==> config.mk <==
export PLATFORM = sky130hd
export DESIGN_NAME = fan_drive_supervisor
export DESIGN_NICKNAME = d
export VERILOG_FILES = /design/src/design/fan_pkg.sv /design/src/design/fan_drive_supervisor.sv
export SDC_FILE = /design/constraint.sdc
export NUM_CORES = 1
export LEC_CHECK = 0
export ABC_AREA = 1
export CAP_MARGIN = 20
export CORE_MARGIN = 3
export CORE_UTILIZATION = 55
export CTS_CLUSTER_SIZE = 8
export DETAILED_ROUTE_END_ITERATION = 8
export DONT_BUFFER_PORTS = 1
export GPL_TIMING_DRIVEN = 0
export HOLD_SLACK_MARGIN = 0.08
export PLACE_DENSITY = 0.74
export SETUP_SLACK_MARGIN = 0.15
export SYNTH_ARGS = -nofsm -noshare
export SYNTH_HDL_FRONTEND = slang
export SYNTH_SLANG_ARGS = --single-unit
==> constraint.sdc <==
create_clock -name mclk -period 17.3 [get_ports mclk]
set_input_delay 1.73 -clock mclk [delete_from_list [all_inputs] [get_ports mclk]]
set_output_delay 1.73 -clock mclk [all_outputs]
set_load 0.02 [all_outputs]
==> src/design/fan_pkg.sv <==
// constants shared by the fan drive supervisor
// assumes a 250 MHz core clock and 16-bit stored configuration words
package fan_pkg;
  localparam int CLK_MHZ = 250;
  localparam int CLK_PERIOD_NS = 4;
  // stored word indices
  localparam logic [4:0] W_CUSTOMER = 5'h04;
  localparam logic [4:0] W_SPARE = 5'h06;
  localparam logic [4:0] W_LOCK_KEY = 5'h07;
  localparam logic [4:0] W_DUTY_CFG = 5'h08;
  localparam logic [4:0] W_START_CFG = 5'h09;
  localparam logic [4:0] W_COAST_CFG = 5'h0a;
  localparam logic [4:0] W_LOCK_TIME = 5'h0f;
  localparam logic [4:0] W_MOTOR_CFG = 5'h12;
  localparam logic [4:0] W_PROT_CFG = 5'h13;
  localparam logic [4:0] W_HOST_CFG = 5'h14;
  localparam logic [4:0] W_STATUS = 5'h18;
  localparam int NVM_DEPTH = 24;
  // field positions
  localparam int MAXCLP_LSB = 0;
  localparam int MINCLP_LSB = 4;
  localparam int CUTLVL_LSB = 10;
  localparam int CUTHYS_LSB = 14;
  localparam int TLOCK_LSB = 8;
  localparam int SPDSEL_BIT = 3;
  localparam int PP_LSB = 4;
  localparam int OVHOLD_BIT = 9;
  localparam int SLEW_BIT = 10;
  localparam int SHORTCLR_BIT = 15;
  localparam int STBYINH_BIT = 0;
  localparam int OVINH_BIT = 13;
  localparam int OVLVL_BIT = 14;
  localparam int RANGE_BIT = 15;
  localparam int HOSTEN_BIT = 9;
  localparam int RETRY_LSB = 10;
  localparam int RETRYEN_BIT = 14;
  // stored defaults
  localparam logic [15:0] DEF_START_CFG = 16'hde26;
  localparam logic [15:0] DEF_COAST_CFG = 16'h3b1e;
  localparam logic [15:0] DEF_LOCK_TIME = 16'h3218;
  localparam logic [15:0] DEF_MOTOR_CFG = 16'h5294;
  localparam logic [15:0] DEF_PROT_CFG = 16'h0001;
  // duty arithmetic, 9-bit full scale
  localparam logic [9:0] DUTY_FULL = 10'h1ff;
  localparam logic [9:0] ADC_OFFSET = 10'h002;
  localparam logic [9:0] STEP_COARSE = 10'h008;
  localparam logic [9:0] STEP_FINE = 10'h004;
  localparam logic [7:0] TLOCK_LATCHOFF = 8'hff;
  localparam logic [15:0] READ_BLOCKED = 16'h0000;
  // timing
  localparam int LOCK_LSB_MS = 100;
  localparam int LOCK_LSB_CYC = LOCK_LSB_MS * 1000 * CLK_MHZ;
  localparam int SPD_WIN_MS = 100;
  localparam int SPD_SAMPLES = 511;
  localparam int SPD_SAMPLE_CYC = SPD_WIN_MS * 1000 * CLK_MHZ / SPD_SAMPLES;
  localparam int SHORT_BLANK_NS = 500;
  localparam int SHORT_BLANK_CYC = (SHORT_BLANK_NS + CLK_PERIOD_NS - 1) / CLK_PERIOD_NS;
  localparam int SLEW_FAST_NS = 100;
  localparam int SLEW_SLOW_NS = 150;
  localparam logic [6:0] DEV_ADDR_DEF = 7'h2a;
  typedef enum logic [2:0] {M_OFF, M_START, M_RUN, M_LOCKOUT, M_LATCHED, M_STANDBY} motor_e;
  typedef enum logic [2:0] {I_IDLE, I_DEV, I_PTR, I_WDAT, I_RDAT} i2c_e;
endpackage

==> src/design/fan_drive_supervisor.sv <==
// control and protection logic of a sensorless three-phase fan driver
// assumes commutation, modulator and analog comparators live outside;
// shared pins are open drain, resolved by the surrounding pad logic
`timescale 1ns/1ns
module fan_drive_supervisor
  import fan_pkg::*;
#(
  parameter int LOCK_CYC = LOCK_LSB_CYC,
  parameter int SAMPLE_CYC = SPD_SAMPLE_CYC,
  parameter logic [6:0] DEV_ADDR = DEV_ADDR_DEF // arbitrary value
) (
  // clock and reset
  input wire logic mclk,
  input wire logic rst,
  // shared pins: demand / serial clock, tach / serial data
  input wire logic speed_demand_in,
  input wire logic tach_pin_in,
  output logic tach_out,
  output logic tach_oe,
  // comparator levels from the analog side (asynchronous)
  input wire logic main_supply_uv,
  input wire logic supply_over_protect_in,
  input wire logic thermal_trip,
  input wire logic pump_rail_uv,
  input wire logic short_protect_in,
  input wire logic current_limit,
  // same-clock inputs from converter, commutation and modulator
  input wire logic [8:0] adc_code,
  input wire logic rotor_lock,
  input wire logic comm_quarter,
  input wire logic open_loop_done,
  input wire logic pwm_raw,
  // drive controls
  output logic pwm_gate,
  output logic drive_enable,
  output logic startup_req,
  output logic [8:0] applied_duty,
  output logic [8:0] startup_demand,
  output logic slew_slow,
  output logic overvolt_level_sel,
  output logic supply_range_sel,
  output logic pump_enable,
  output logic vref_enable,
  // status pins
  output logic startup_ok_out,
  output logic startup_ok_oe,
  output logic fault_flag_low
);
  if (LOCK_CYC < 1 || SAMPLE_CYC < 1) begin : g_chk
    $error("timing counts must be at least one cycle");
  end

  function automatic logic writable(input logic [4:0] a);
    writable = (a == W_CUSTOMER) || (a == W_SPARE) || (a >= W_LOCK_KEY && a < 5'(NVM_DEPTH));
  endfunction

  // synchronisers: stage one feeds stage two only
  logic [7:0] async_in, sync1_r, sync2_r;
  assign async_in = {speed_demand_in, tach_pin_in, main_supply_uv, supply_over_protect_in,
                     thermal_trip, pump_rail_uv, short_protect_in, current_limit};
  always_ff @(posedge mclk or posedge rst) begin
    if (rst) begin
      // both shared pins idle high; resetting there keeps a false clock edge away
      sync1_r <= 8'hc0;
      sync2_r <= 8'hc0;
    end else begin
      sync1_r <= async_in;
      sync2_r <= sync1_r;
    end
  end
  logic spd_s, sda_s, uv_s, ov_s, tsd_s, puv_s, short_s, ocl_s;
  assign {spd_s, sda_s, uv_s, ov_s, tsd_s, puv_s, short_s, ocl_s} = sync2_r;

  // stored words; contents survive reset, as nonvolatile storage does
  logic [15:0] nvm [NVM_DEPTH];
  initial begin
    for (int i = 0; i < NVM_DEPTH; i++) nvm[i] = '0;
    nvm[W_START_CFG] = DEF_START_CFG;
    nvm[W_COAST_CFG] = DEF_COAST_CFG;
    nvm[W_LOCK_TIME] = DEF_LOCK_TIME;
    nvm[W_MOTOR_CFG] = DEF_MOTOR_CFG;
    nvm[W_PROT_CFG] = DEF_PROT_CFG;
  end
  logic wr_en_r;
  logic [4:0] wr_addr_r;
  logic [15:0] wr_data_r;
  // plain always: the power-up contents above also write this array
  always @(posedge mclk) begin
    if (wr_en_r && writable(wr_addr_r)) nvm[wr_addr_r] <= wr_data_r;
  end

  logic [15:0] duty_cfg, motor_cfg, prot_cfg, host_cfg;
  logic [7:0] tlock;
  assign duty_cfg = nvm[W_DUTY_CFG];
  assign motor_cfg = nvm[W_MOTOR_CFG];
  assign prot_cfg = nvm[W_PROT_CFG];
  assign host_cfg = nvm[W_HOST_CFG];
  assign tlock = nvm[W_LOCK_TIME][TLOCK_LSB +: 8];

  // key captured once after reset release: a new key acts only after the next reset
  logic armed_r, protect_r;
  always_ff @(posedge mclk or posedge rst) begin
    if (rst) begin
      armed_r <= 1'b0;
      protect_r <= 1'b0;
    end else if (!armed_r) begin
      armed_r <= 1'b1;
      protect_r <= |nvm[W_LOCK_KEY];
    end
  end

  // serial slave on the shared pins
  logic scl_d_r, sda_d_r;
  i2c_e iph_r;
  logic [3:0] bit_r;
  logic [7:0] rx_r;
  logic [15:0] tx_r;
  logic [7:0] hi_r;
  logic [4:0] ptr_r;
  logic lo_r, rw_r, sda_low_r;
  logic [15:0] status_w, rd_word;
  logic scl_rise, scl_fall, start_c, stop_c;
  assign scl_rise = spd_s && !scl_d_r;
  assign scl_fall = !spd_s && scl_d_r;
  assign start_c = spd_s && scl_d_r && sda_d_r && !sda_s;
  assign stop_c = spd_s && scl_d_r && !sda_d_r && sda_s;
  always_comb begin
    if (ptr_r == W_STATUS) rd_word = status_w;
    else if (ptr_r >= 5'(NVM_DEPTH) || !writable(ptr_r) || protect_r) rd_word = READ_BLOCKED;
    else rd_word = nvm[ptr_r];
  end

  always_ff @(posedge mclk or posedge rst) begin
    if (rst) begin
      scl_d_r <= 1'b1;
      sda_d_r <= 1'b1;
      iph_r <= I_IDLE;
      bit_r <= '0;
      rx_r <= '0;
      tx_r <= '0;
      hi_r <= '0;
      ptr_r <= '0;
      lo_r <= 1'b0;
      rw_r <= 1'b0;
      sda_low_r <= 1'b0;
      wr_en_r <= 1'b0;
      wr_addr_r <= '0;
      wr_data_r <= '0;
    end else begin
      scl_d_r <= spd_s;
      sda_d_r <= sda_s;
      wr_en_r <= 1'b0;
      if (start_c) begin
        iph_r <= I_DEV;
        // the start's own clock fall wraps the count to zero
        bit_r <= 4'hf;
        sda_low_r <= 1'b0;
      end else if (stop_c) begin
        iph_r <= I_IDLE;
        sda_low_r <= 1'b0;
      end else if (iph_r != I_IDLE) begin
        if (scl_rise && bit_r < 4'd8 && iph_r != I_RDAT) rx_r <= {rx_r[6:0], sda_s};
        if (scl_rise && bit_r == 4'd8 && iph_r == I_RDAT && sda_s) iph_r <= I_IDLE;
        if (scl_fall) begin
          if (bit_r == 4'd7) begin
            bit_r <= 4'd8;
            sda_low_r <= 1'b0;
            case (iph_r)
              I_DEV: begin
                if (rx_r[7:1] == DEV_ADDR) begin
                  sda_low_r <= 1'b1;
                  rw_r <= rx_r[0];
                end else begin
                  iph_r <= I_IDLE;
                end
              end
              I_PTR: begin
                ptr_r <= rx_r[4:0];
                lo_r <= 1'b0;
                sda_low_r <= 1'b1;
              end
              I_WDAT: begin
                sda_low_r <= 1'b1;
                lo_r <= !lo_r;
                if (!lo_r) begin
                  hi_r <= rx_r;
                end else begin
                  wr_en_r <= 1'b1;
                  wr_addr_r <= ptr_r;
                  wr_data_r <= {hi_r, rx_r};
                  ptr_r <= ptr_r + 5'd1;
                end
              end
              default: ;
            endcase
          end else if (bit_r == 4'd8) begin
            bit_r <= '0;
            sda_low_r <= 1'b0;
            case (iph_r)
              I_DEV: begin
                if (rw_r) begin
                  iph_r <= I_RDAT;
                  lo_r <= 1'b0;
                  sda_low_r <= !rd_word[15];
                  tx_r <= {rd_word[14:0], 1'b0};
                end else begin
                  iph_r <= I_PTR;
                end
              end
              I_PTR: iph_r <= I_WDAT;
              I_RDAT: begin
                lo_r <= !lo_r;
                if (!lo_r) begin
                  sda_low_r <= !tx_r[15];
                  tx_r <= {tx_r[14:0], 1'b0};
                end else begin
                  ptr_r <= ptr_r + 5'd1;
                  sda_low_r <= !nvm_next_bit(ptr_r + 5'd1);
                  tx_r <= '0;
                  iph_r <= I_DEV;
                  rw_r <= 1'b1;
                  bit_r <= 4'd8;
                end
              end
              default: ;
            endcase
          end else begin
            bit_r <= bit_r + 4'd1;
            if (iph_r == I_RDAT) begin
              sda_low_r <= !tx_r[15];
              tx_r <= {tx_r[14:0], 1'b0};
            end
          end
        end
      end
    end
  end

  // next-word streaming restarts the read path through the device-ack branch;
  // the first bit is reloaded there, so this only keeps the line released meanwhile
  function automatic logic nvm_next_bit(input logic [4:0] a);
    nvm_next_bit = 1'b1;
  endfunction

  // demand measurement: 511 samples over a fixed window give a 9-bit duty code
  logic [31:0] samp_r;
  logic [8:0] win_r, hicnt_r, duty_pwm_r;
  always_ff @(posedge mclk or posedge rst) begin
    if (rst) begin
      samp_r <= '0;
      win_r <= '0;
      hicnt_r <= '0;
      duty_pwm_r <= '0;
    end else if (samp_r == 32'(SAMPLE_CYC - 1)) begin
      samp_r <= '0;
      if (win_r == 9'(SPD_SAMPLES - 1)) begin
        win_r <= '0;
        hicnt_r <= '0;
        duty_pwm_r <= hicnt_r + {8'h00, spd_s};
      end else begin
        win_r <= win_r + 9'd1;
        hicnt_r <= hicnt_r + {8'h00, spd_s};
      end
    end else begin
      samp_r <= samp_r + 32'd1;
    end
  end

  logic [9:0] adc_sum, dmd, cut_th, cut_rel, clamp_hi, clamp_lo;
  logic [3:0] cut_code;
  always_comb begin
    adc_sum = {1'b0, adc_code} + ADC_OFFSET;
    if (adc_sum > DUTY_FULL) adc_sum = DUTY_FULL;
    if (host_cfg[HOSTEN_BIT]) dmd = {1'b0, host_cfg[8:0]};
    else if (motor_cfg[SPDSEL_BIT]) dmd = adc_sum;
    else dmd = {1'b0, duty_pwm_r};
    cut_code = duty_cfg[CUTLVL_LSB +: 4];
    cut_th = DUTY_FULL - 10'((cut_code - 4'd1) * STEP_COARSE);
    cut_rel = cut_th - 10'((duty_cfg[CUTHYS_LSB +: 2] + 2'd0 + 10'd1) * STEP_FINE);
    clamp_hi = DUTY_FULL - 10'(duty_cfg[MAXCLP_LSB +: 4] * STEP_COARSE);
    clamp_lo = 10'(duty_cfg[MINCLP_LSB +: 6] * STEP_FINE);
  end

  logic cut_r, dmd_on;
  always_ff @(posedge mclk or posedge rst) begin
    if (rst) cut_r <= 1'b0;
    else if (cut_code == 4'd0) cut_r <= 1'b0;
    else if (dmd >= cut_th) cut_r <= 1'b1;
    else if (dmd < cut_rel) cut_r <= 1'b0;
  end
  assign dmd_on = (dmd != 10'd0) && !cut_r;

  // protection levels
  logic ov_hold, ov_inh, ov_block, hold_block, short_trip, lsb_tick;
  assign ov_hold = motor_cfg[OVHOLD_BIT];
  assign ov_inh = prot_cfg[OVINH_BIT];
  assign ov_block = ov_s && !ov_hold;
  assign hold_block = uv_s || puv_s || ov_block;

  logic [31:0] lsb_r;
  logic [7:0] lock_units_r, low_units_r;
  logic [15:0] blank_r;
  motor_e st_r;
  logic [3:0] evt_cnt_r;
  logic running;
  assign running = (st_r == M_START) || (st_r == M_RUN);
  assign lsb_tick = lsb_r == 32'(LOCK_CYC - 1);
  assign short_trip = blank_r == 16'(SHORT_BLANK_CYC);

  always_ff @(posedge mclk or posedge rst) begin
    if (rst) lsb_r <= '0;
    else lsb_r <= lsb_tick ? 32'd0 : lsb_r + 32'd1;
  end

  // short is only watched while an output conducts
  always_ff @(posedge mclk or posedge rst) begin
    if (rst) blank_r <= '0;
    else if (!(short_s && drive_enable)) blank_r <= '0;
    else if (!short_trip) blank_r <= blank_r + 16'd1;
  end

  always_ff @(posedge mclk or posedge rst) begin
    if (rst) low_units_r <= '0;
    else if (spd_s) low_units_r <= '0;
    else if (lsb_tick && low_units_r != 8'hff) low_units_r <= low_units_r + 8'd1;
  end

  // one event source at a time; a locked rotor and a trip in one cycle count once
  logic evt, to_latch;
  logic [3:0] cnt_nxt;
  assign evt = running && (rotor_lock || tsd_s || (ov_s && ov_hold && !ov_inh) || short_trip);
  assign cnt_nxt = (evt_cnt_r == 4'hf) ? evt_cnt_r : evt_cnt_r + 4'd1;
  assign to_latch = (short_trip && motor_cfg[SHORTCLR_BIT]) || (tlock == TLOCK_LATCHOFF) ||
                    (host_cfg[RETRYEN_BIT] && cnt_nxt > host_cfg[RETRY_LSB +: 4]);

  always_ff @(posedge mclk or posedge rst) begin
    if (rst) begin
      st_r <= M_OFF;
      evt_cnt_r <= '0;
      lock_units_r <= '0;
      startup_req <= 1'b0;
    end else begin
      startup_req <= 1'b0;
      if (lsb_tick && lock_units_r != 8'hff) lock_units_r <= lock_units_r + 8'd1;
      case (st_r)
        M_OFF: begin
          if (!prot_cfg[STBYINH_BIT] && low_units_r >= tlock) st_r <= M_STANDBY;
          else if (dmd_on && !hold_block) begin
            st_r <= M_START;
            startup_req <= 1'b1;
          end
        end
        M_START, M_RUN: begin
          if (evt) begin
            evt_cnt_r <= host_cfg[RETRYEN_BIT] ? cnt_nxt : evt_cnt_r;
            lock_units_r <= '0;
            st_r <= to_latch ? M_LATCHED : M_LOCKOUT;
          end else if (!dmd_on) begin
            st_r <= M_OFF;
          end else if (st_r == M_START && open_loop_done) begin
            st_r <= M_RUN;
          end
        end
        M_LOCKOUT: begin
          // strictly above: the first tick may follow at once, so one more keeps the full time
          if (lock_units_r > tlock && !tsd_s && !ov_s) st_r <= M_OFF;
        end
        M_LATCHED: begin
          if (!dmd_on) begin
            st_r <= M_OFF;
            evt_cnt_r <= '0;
          end
        end
        M_STANDBY: begin
          if (spd_s) st_r <= M_OFF;
        end
        default: st_r <= M_OFF;
      endcase
    end
  end

  // current limit chops the pulse until the modulator ends it
  logic ocl_hold_r;
  always_ff @(posedge mclk or posedge rst) begin
    if (rst) begin
      ocl_hold_r <= 1'b0;
      pwm_gate <= 1'b0;
      drive_enable <= 1'b0;
    end else begin
      if (!pwm_raw) ocl_hold_r <= 1'b0;
      else if (ocl_s) ocl_hold_r <= 1'b1;
      drive_enable <= running && !hold_block && !evt;
      pwm_gate <= pwm_raw && !ocl_hold_r && !ocl_s && running && !hold_block;
    end
  end

  logic [9:0] duty_lim;
  always_comb begin
    duty_lim = dmd;
    if (duty_lim > clamp_hi) duty_lim = clamp_hi;
    if (duty_lim < clamp_lo) duty_lim = clamp_lo;
  end

  // tach: toggle every pole-pair count of quarter-cycle pulses
  logic [3:0] qcnt_r;
  logic tach_lvl_r;
  logic [3:0] pole_pairs;
  assign pole_pairs = {1'b0, motor_cfg[PP_LSB +: 3]} + 4'd1;
  always_ff @(posedge mclk or posedge rst) begin
    if (rst) begin
      qcnt_r <= '0;
      tach_lvl_r <= 1'b1;
    end else if (!running) begin
      qcnt_r <= '0;
      tach_lvl_r <= 1'b1;
    end else if (comm_quarter) begin
      if (qcnt_r == pole_pairs - 4'd1) begin
        qcnt_r <= '0;
        tach_lvl_r <= !tach_lvl_r;
      end else begin
        qcnt_r <= qcnt_r + 4'd1;
      end
    end
  end

  logic fault_r, fault_cond;
  assign fault_cond = uv_s || ov_s && !(ov_hold && ov_inh) || tsd_s || puv_s;
  always_ff @(posedge mclk or posedge rst) begin
    if (rst) fault_r <= 1'b0;
    else if (fault_cond || evt || st_r == M_LATCHED) fault_r <= 1'b1;
    else if (st_r == M_START && open_loop_done) fault_r <= 1'b0;
  end

  assign status_w = {4'h0, short_s, puv_s, tsd_s, ov_s, uv_s, fault_r,
                     st_r == M_RUN, st_r == M_STANDBY, evt_cnt_r};

  always_ff @(posedge mclk or posedge rst) begin
    if (rst) begin
      applied_duty <= '0;
      startup_demand <= '0;
      slew_slow <= 1'b0;
      overvolt_level_sel <= 1'b0;
      supply_range_sel <= 1'b0;
      pump_enable <= 1'b1;
      vref_enable <= 1'b1;
      startup_ok_out <= 1'b0;
      startup_ok_oe <= 1'b1;
      fault_flag_low <= 1'b1;
      tach_out <= 1'b0;
      tach_oe <= 1'b0;
    end else begin
      startup_demand <= nvm[W_START_CFG][8:0];
      applied_duty <= (st_r == M_RUN) ? duty_lim[8:0] : 9'h000;
      slew_slow <= motor_cfg[SLEW_BIT];
      overvolt_level_sel <= prot_cfg[OVLVL_BIT];
      supply_range_sel <= prot_cfg[RANGE_BIT];
      pump_enable <= st_r != M_STANDBY;
      vref_enable <= st_r != M_STANDBY;
      startup_ok_out <= 1'b0;
      startup_ok_oe <= st_r != M_RUN;
      fault_flag_low <= !fault_r;
      tach_out <= 1'b0;
      tach_oe <= sda_low_r || (running && !tach_lvl_r);
    end
  end
endmodule

# Word level (Yosys, flattened, before mapping)
# Memory sizes are Yosys's and may differ from the RTL's. A register that Yosys moved wholly into a read port is not among the register bits.
# Cells that the tools add are included.
dict set report totals {
  in_bits 23
  n_memories 1
  elab_cells 355
  ramBits 384
  ff_bits 246
  output_inout_bits 31
}
dict set report op_classes {
  add_sub_neg 19
  n_eq_ne 46
  bitwise 4
  n_lt_le_gt_ge 14
  n_mux 112
  reduce_logical 115
}
# name words word_bits rd rd_ports_with_merged_regs wr line_no
set memory_table {}
lappend memory_table {nvm 24 16 8 1 1 fan_drive_supervisor.sv:75} ;# logic [15:0] nvm [NVM_DEPTH];
# operator n
set op_table {}
lappend op_table {{$mux W16} 8}
lappend op_table {{$add A32 B1 Y32 const B} 2}
lappend op_table {{$mux W32} 2}
lappend op_table {{$mux W3} 20}
lappend op_table {{$mux W4} 15}
lappend op_table {{$mux W1} 41}
lappend op_table {{$mux W10} 4}
lappend op_table {{$mux W8} 5}
lappend op_table {{$logic_and A1 B1 Y1} 39}
lappend op_table {{$mux W9} 4}
lappend op_table {{$eq A32 B16 Y1 const B} 1}
lappend op_table {{$eq A32 B25 Y1 const B} 1}
lappend op_table {{$pmux W16 S2} 1}
lappend op_table {{$logic_not A1 Y1} 21}
lappend op_table {{$reduce_and A7 Y1} 3}
lappend op_table {{$eq A5 B3 Y1 const B} 4}
lappend op_table {{$logic_or A1 B1 Y1} 20}
lappend op_table {{$mux W5} 4}
lappend op_table {{$reduce_bool A2 Y1} 10}
lappend op_table {{$add A16 B1 Y16 const B} 1}
lappend op_table {{$add A8 B1 Y8 const B} 2}
lappend op_table {{$eq A16 B7 Y1 const B} 1}
lappend op_table {{$ne A2 B2 Y1 const B} 8}
lappend op_table {{$ne A8 B8 Y1 const B} 2}
lappend op_table {{58 further kinds} 91}

# Longest topological paths before layout
dict set report logic_depth {
  word_depth 17
  mapped_depth 29
  ltp_nobuf 28
}

# Worst setup path after synthesis
# No wires, ideal clock.
dict set report synth_path {
  kind {input port to flip-flop}
  startpoint {input port adc_code[1]}
  endpoint {register applied_duty[5]}
  path_slack_ns 12.741
  path_buffers 1
  setup_ns 0.119
  arrival_ns 4.440
  t_required_ns 17.181
  cell_stages 22
  path_cell_list {ha_1 -> nand2_1 -> inv_1 -> nand3_2 -> nand2_2 -> nor2_1 -> o22ai_1 -> ha_1 -> a21oi_1 -> nand2_1 -> a21oi_1 -> inv_1 -> nand3_2 -> inv_1 -> nand2_2 -> o21ai_0 -> ha_1 -> a211oi_1 -> buf_2 -> nand3_1 -> nand2_1 -> nor2_1}
}
dict set report synth_between {
  elab_chain_len 10
}
# item line_no
set synth_rtl {}
lappend synth_rtl {{start: declaration} fan_drive_supervisor.sv:28} ;# input wire logic [8:0] adc_code,
lappend synth_rtl {{$add A9 B2 Y10 *} fan_drive_supervisor.sv:272} ;# adc_sum = {1'b0, adc_code} + ADC_OFFSET;
lappend synth_rtl {{$gt A10 B9 Y1} fan_drive_supervisor.sv:273} ;# if (adc_sum > DUTY_FULL) adc_sum = DUTY_FULL;
lappend synth_rtl {{$mux W10 *} fan_drive_supervisor.sv:273}
lappend synth_rtl {{$mux W10 *} fan_drive_supervisor.sv:275} ;# else if (motor_cfg[SPDSEL_BIT]) dmd = adc_sum;
lappend synth_rtl {{$mux W10 *} fan_drive_supervisor.sv:274} ;# if (host_cfg[HOSTEN_BIT]) dmd = {1'b0, host_cfg[8:0]};
lappend synth_rtl {{$gt A10 B10 Y1} fan_drive_supervisor.sv:400} ;# if (duty_lim > clamp_hi) duty_lim = clamp_hi;
lappend synth_rtl {{$mux W10 *} fan_drive_supervisor.sv:400}
lappend synth_rtl {{$lt A10 B8 Y1} fan_drive_supervisor.sv:401} ;# if (duty_lim < clamp_lo) duty_lim = clamp_lo;
lappend synth_rtl {{$mux W9 *} fan_drive_supervisor.sv:401}
lappend synth_rtl {{$mux W9 *} fan_drive_supervisor.sv:453} ;# applied_duty <= (st_r == M_RUN) ? duty_lim[8:0] : 9'h000;
lappend synth_rtl {{end signal: assignment} fan_drive_supervisor.sv:453}
lappend synth_rtl {{end: declaration} fan_drive_supervisor.sv:37} ;# output logic [8:0] applied_duty,
# Mark *: on every way between the ends. The rest lies on a longest branch, timed or not.
# A chain may end at the register's enable or synchronous reset.

# Worst setup path after layout
# Ends and elaborated chain as after synthesis.

==> results_dict.tcl <==
set metrics [dict create \
    status "complete, no violations" \
    grt_usage 0.308 \
    routed_wl_mm 80.7 \
    r2r_setup_slack_ns 13.56 \
    dp_hpwl_mm 55.9 \
    clkLatencyLatePin_ns 0.62 \
    vias 21860 \
    rsz0062_at_grt "no" \
    yosysWarningCount 0 \
    wl_per_cell_um 22.2 \
    htreeDepth 3 \
    die_h_um 229 \
    endpoint "applied_duty[5]" \
    dieArea_um2 52400 \
    worstPathArrival_ns 5.14 \
    critPathLaunch "adc_code[1]" \
    leakagePower_uw 0.0132 \
    synth_edf_count 332 \
    synth.ff_latch_count 586 \
    synth_area_leaders "edfxtp_1 36%, dfrtp_1 22%, nand2_1 8.1%, inv_1 3.9%, a21oi_1 3.6%" \
    io_pins 54 \
    grt_antenna_before_repair 1 \
    drive_gt1_frac 0.0842 \
    hp-start "sync1_r[2]" \
    setup_viol 0 \
    r2r-end "tx_r[11]" \
    synth_cells 2767 \
    fin_cells 3636 \
    fmax_mhz 216 \
    start_kind "input port" \
    worstPathMaxFanout 10 \
    detail_route.vias_per_cell 6.01 \
    max-vdd-ir-drop_mv 0.104 \
    tritoncts "yes" \
    timing_hold_violations_final 0 \
    core_region_area_um2 49100 \
    syn_area_um2 27300 \
    synth_top_area_cell "edfxtp_1" \
    worst_pin_slew_ns 1.24 \
    cts.reportedPaths.clkPinSlew_ns 0.05 \
    finalMaxSlewViolations 0 \
    place_inst 3481 \
    cts_buffers 83 \
    port-buffer-count 0 \
    grt_pass1_wl_mm 124 \
    dr.pass1.iters 6 \
    worstHoldPathType "reg -> reg" \
    r2r_start "ptr_r[0]" \
    cts.sink_count 586 \
    overflow 0 \
    r2r.worst_path.cells 11 \
    synth_top_area_share 0.365 \
    slew_headroom 0.175 \
    drt_iter0_markers 2840 \
    die_x_um 229 \
    synth_cell_type_count 69 \
    gp_congestion 0.964 \
    required_ns 17.81 \
    clk_path_buf_depth 3 \
    final_nets 2996 \
    cts-root-buf "clkbuf_16" \
    cts_hold_buf 0 \
    route.antenna.remaining_nets 0 \
    crit_path_end_kind "flip-flop" \
    post-route-min-period_ns 4.62 \
    min_period_over_period 0.267 \
    synth_seq_area_share 0.598 \
    drcViolationCount 0 \
    cts_resized 0 \
    start_util 0.557 \
    crit_type "in -> reg" \
    power.total_uw 3300 \
    setup_tns_ns 0 \
    grt_max_degree 111 \
    placementRows 81 \
    syn_avg_cell_area_um2 9.88 \
    area_growth_pct 13.8 \
    fin_skew_ns 0.0225 \
    post_cts_buffers 0 \
    cap_violations 0 \
    p_per_area_nw_per_um2 106 \
    synthFlopType "edfxtp_1" \
    synthArstFlopShare 0.433 \
    grt_pass1_vias 21400 \
]
## logic make-up (layout without fill, tap and decap cells)
group,count (synthesis),count (layout),synth area share
adders and majority gates,68,68,0.0314
other,2,35,0.000275
AOI/OAI and AO/OA,501,501,0.107
muxes,1,1,0.000366
buffers and inverters,385,557,0.0554
xor gates and xnor gates,46,46,0.0147
DFF,586,586,0.598
and+or+nand+nor,1178,1178,0.194
## how the worst min path moves through the flow
stage / slack (ns) / end / depth (start not counted)
finish: 0.35 / sync2_r[2] / 0
global placement: 0.33 / sync2_r[2] / 0
CTS: 0.35 / sync2_r[2] / 0
detailed placement: 0.34 / sync2_r[5] / 0
global route: 0.35 / sync2_r[2] / 0
floorplan: 0.33 / sync2_r[0] / 0
## final cells by class
cell class,count,area [µm²]
Antenna cell,2,5.00
Tap cell,664,831
Inverter,299,1140
Clock inverter,6,60.1
Multi-Input combinational cell,1827,9640
Buffer,86,384
Clock buffer,144,2350
Timing Repair Buffer,22,359
Sequential cell,586,16300
Fill cell,3925,17900
## layout by cell type (no fill, tap or decap), types with 7 or more instances in the layout
master,count
buf_1,20
o21a_1,7
conb_1,33
inv_1,282
nor3_1,70
xnor2_1,9
nand2_1,591
nand3_2,8
clkbuf_16,85
xor2_1,37
a21oi_1,196
clkbuf_1,97
a31oi_1,21
nor2_1,173
ha_1,67
nand3_1,194
dfstp_2,10
a32oi_1,11
edfxtp_1,332
o21ai_2,8
a22oi_1,26
inv_2,11
nand2_2,10
nand4_1,39
nand3b_1,7
buf_8,15
a211oi_1,8
nor2_2,27
o21ai_0,157
o211ai_1,15
dfrtp_1,244
buf_2,23
nor4_1,21
## stage by stage
step / setup WS, ns / util / cell area (µm²) / hold WS [ns]
finish: 12.68 / 0.634 / 31100 / 0.347
floorplan: 8.60 / - / 27500 / 0.331
detailed placement: 12.11 / 0.584 / 28700 / 0.336
CTS: 12.73 / 0.633 / 31100 / 0.347
global route: 12.32 / 0.634 / 31100 / 0.348
global placement: 5.74 / 0.577 / 28300 / 0.333
## flip-flops by register name (all words and copies together), names as in the netlist, 9 cells and up
name,cells
applied_duty,9
hicnt_r,9
startup_demand,9
duty_pwm_r,9
tx_r,15
wr_data_r,16
lsb_r,32
samp_r,32
blank_r,16
nvm,332
win_r,9
## synthesized netlist by cell type (all sizes together), types with 5 or more instances
cell,n
nand2,601
buf,48
a211oi,8
nand4,39
o22ai,5
ha,67
xor2,37
nand3b,7
xnor2,9
a31oi,21
dfrtp,244
nor2,207
clkbuf,38
edfxtp,332
o211ai,15
o21ai,170
a32oi,11
nand3,202
a21oi,196
and3,5
nor3,80
nor4,27
inv,296
a22oi,26
dfstp,10
or2,7
o21a,7
## report_power, final
group	switching (µW)	internal [µW]	total, µW
clock	598	914	1510
sequential	38.9	1500	1540
combinational	173	65.6	239
total	811	2480	3300
## layer usage
metal	GRT usage	vias up	share of wire
li1	-	9793	-
met1	0.409	10452	0.38
met2	0.476	1322	0.45
met3	0.0790	293	0.11
met4	0.147	0	0.053
met5	0	-	0
## critical path, cell delays in order
cell and delay (ns):
ha_1 0.17, nand2_1 0.06, inv_1 0.09, nand3_2 0.08, nand2_2 0.11, nor2_1 0.08, o22ai_1 0.41, ha_1 0.36
a21oi_1 0.16, nand2_1 0.07, a21oi_1 0.13, inv_1 0.06, nand3_2 0.10, inv_1 0.05, nand2_2 0.13, o21ai_0 0.13
ha_1 0.21, a211oi_1 0.43, buf_2 0.30, a21oi_1 0.09, nor2_1 0.18
Power figures use the tool's default switching activity.
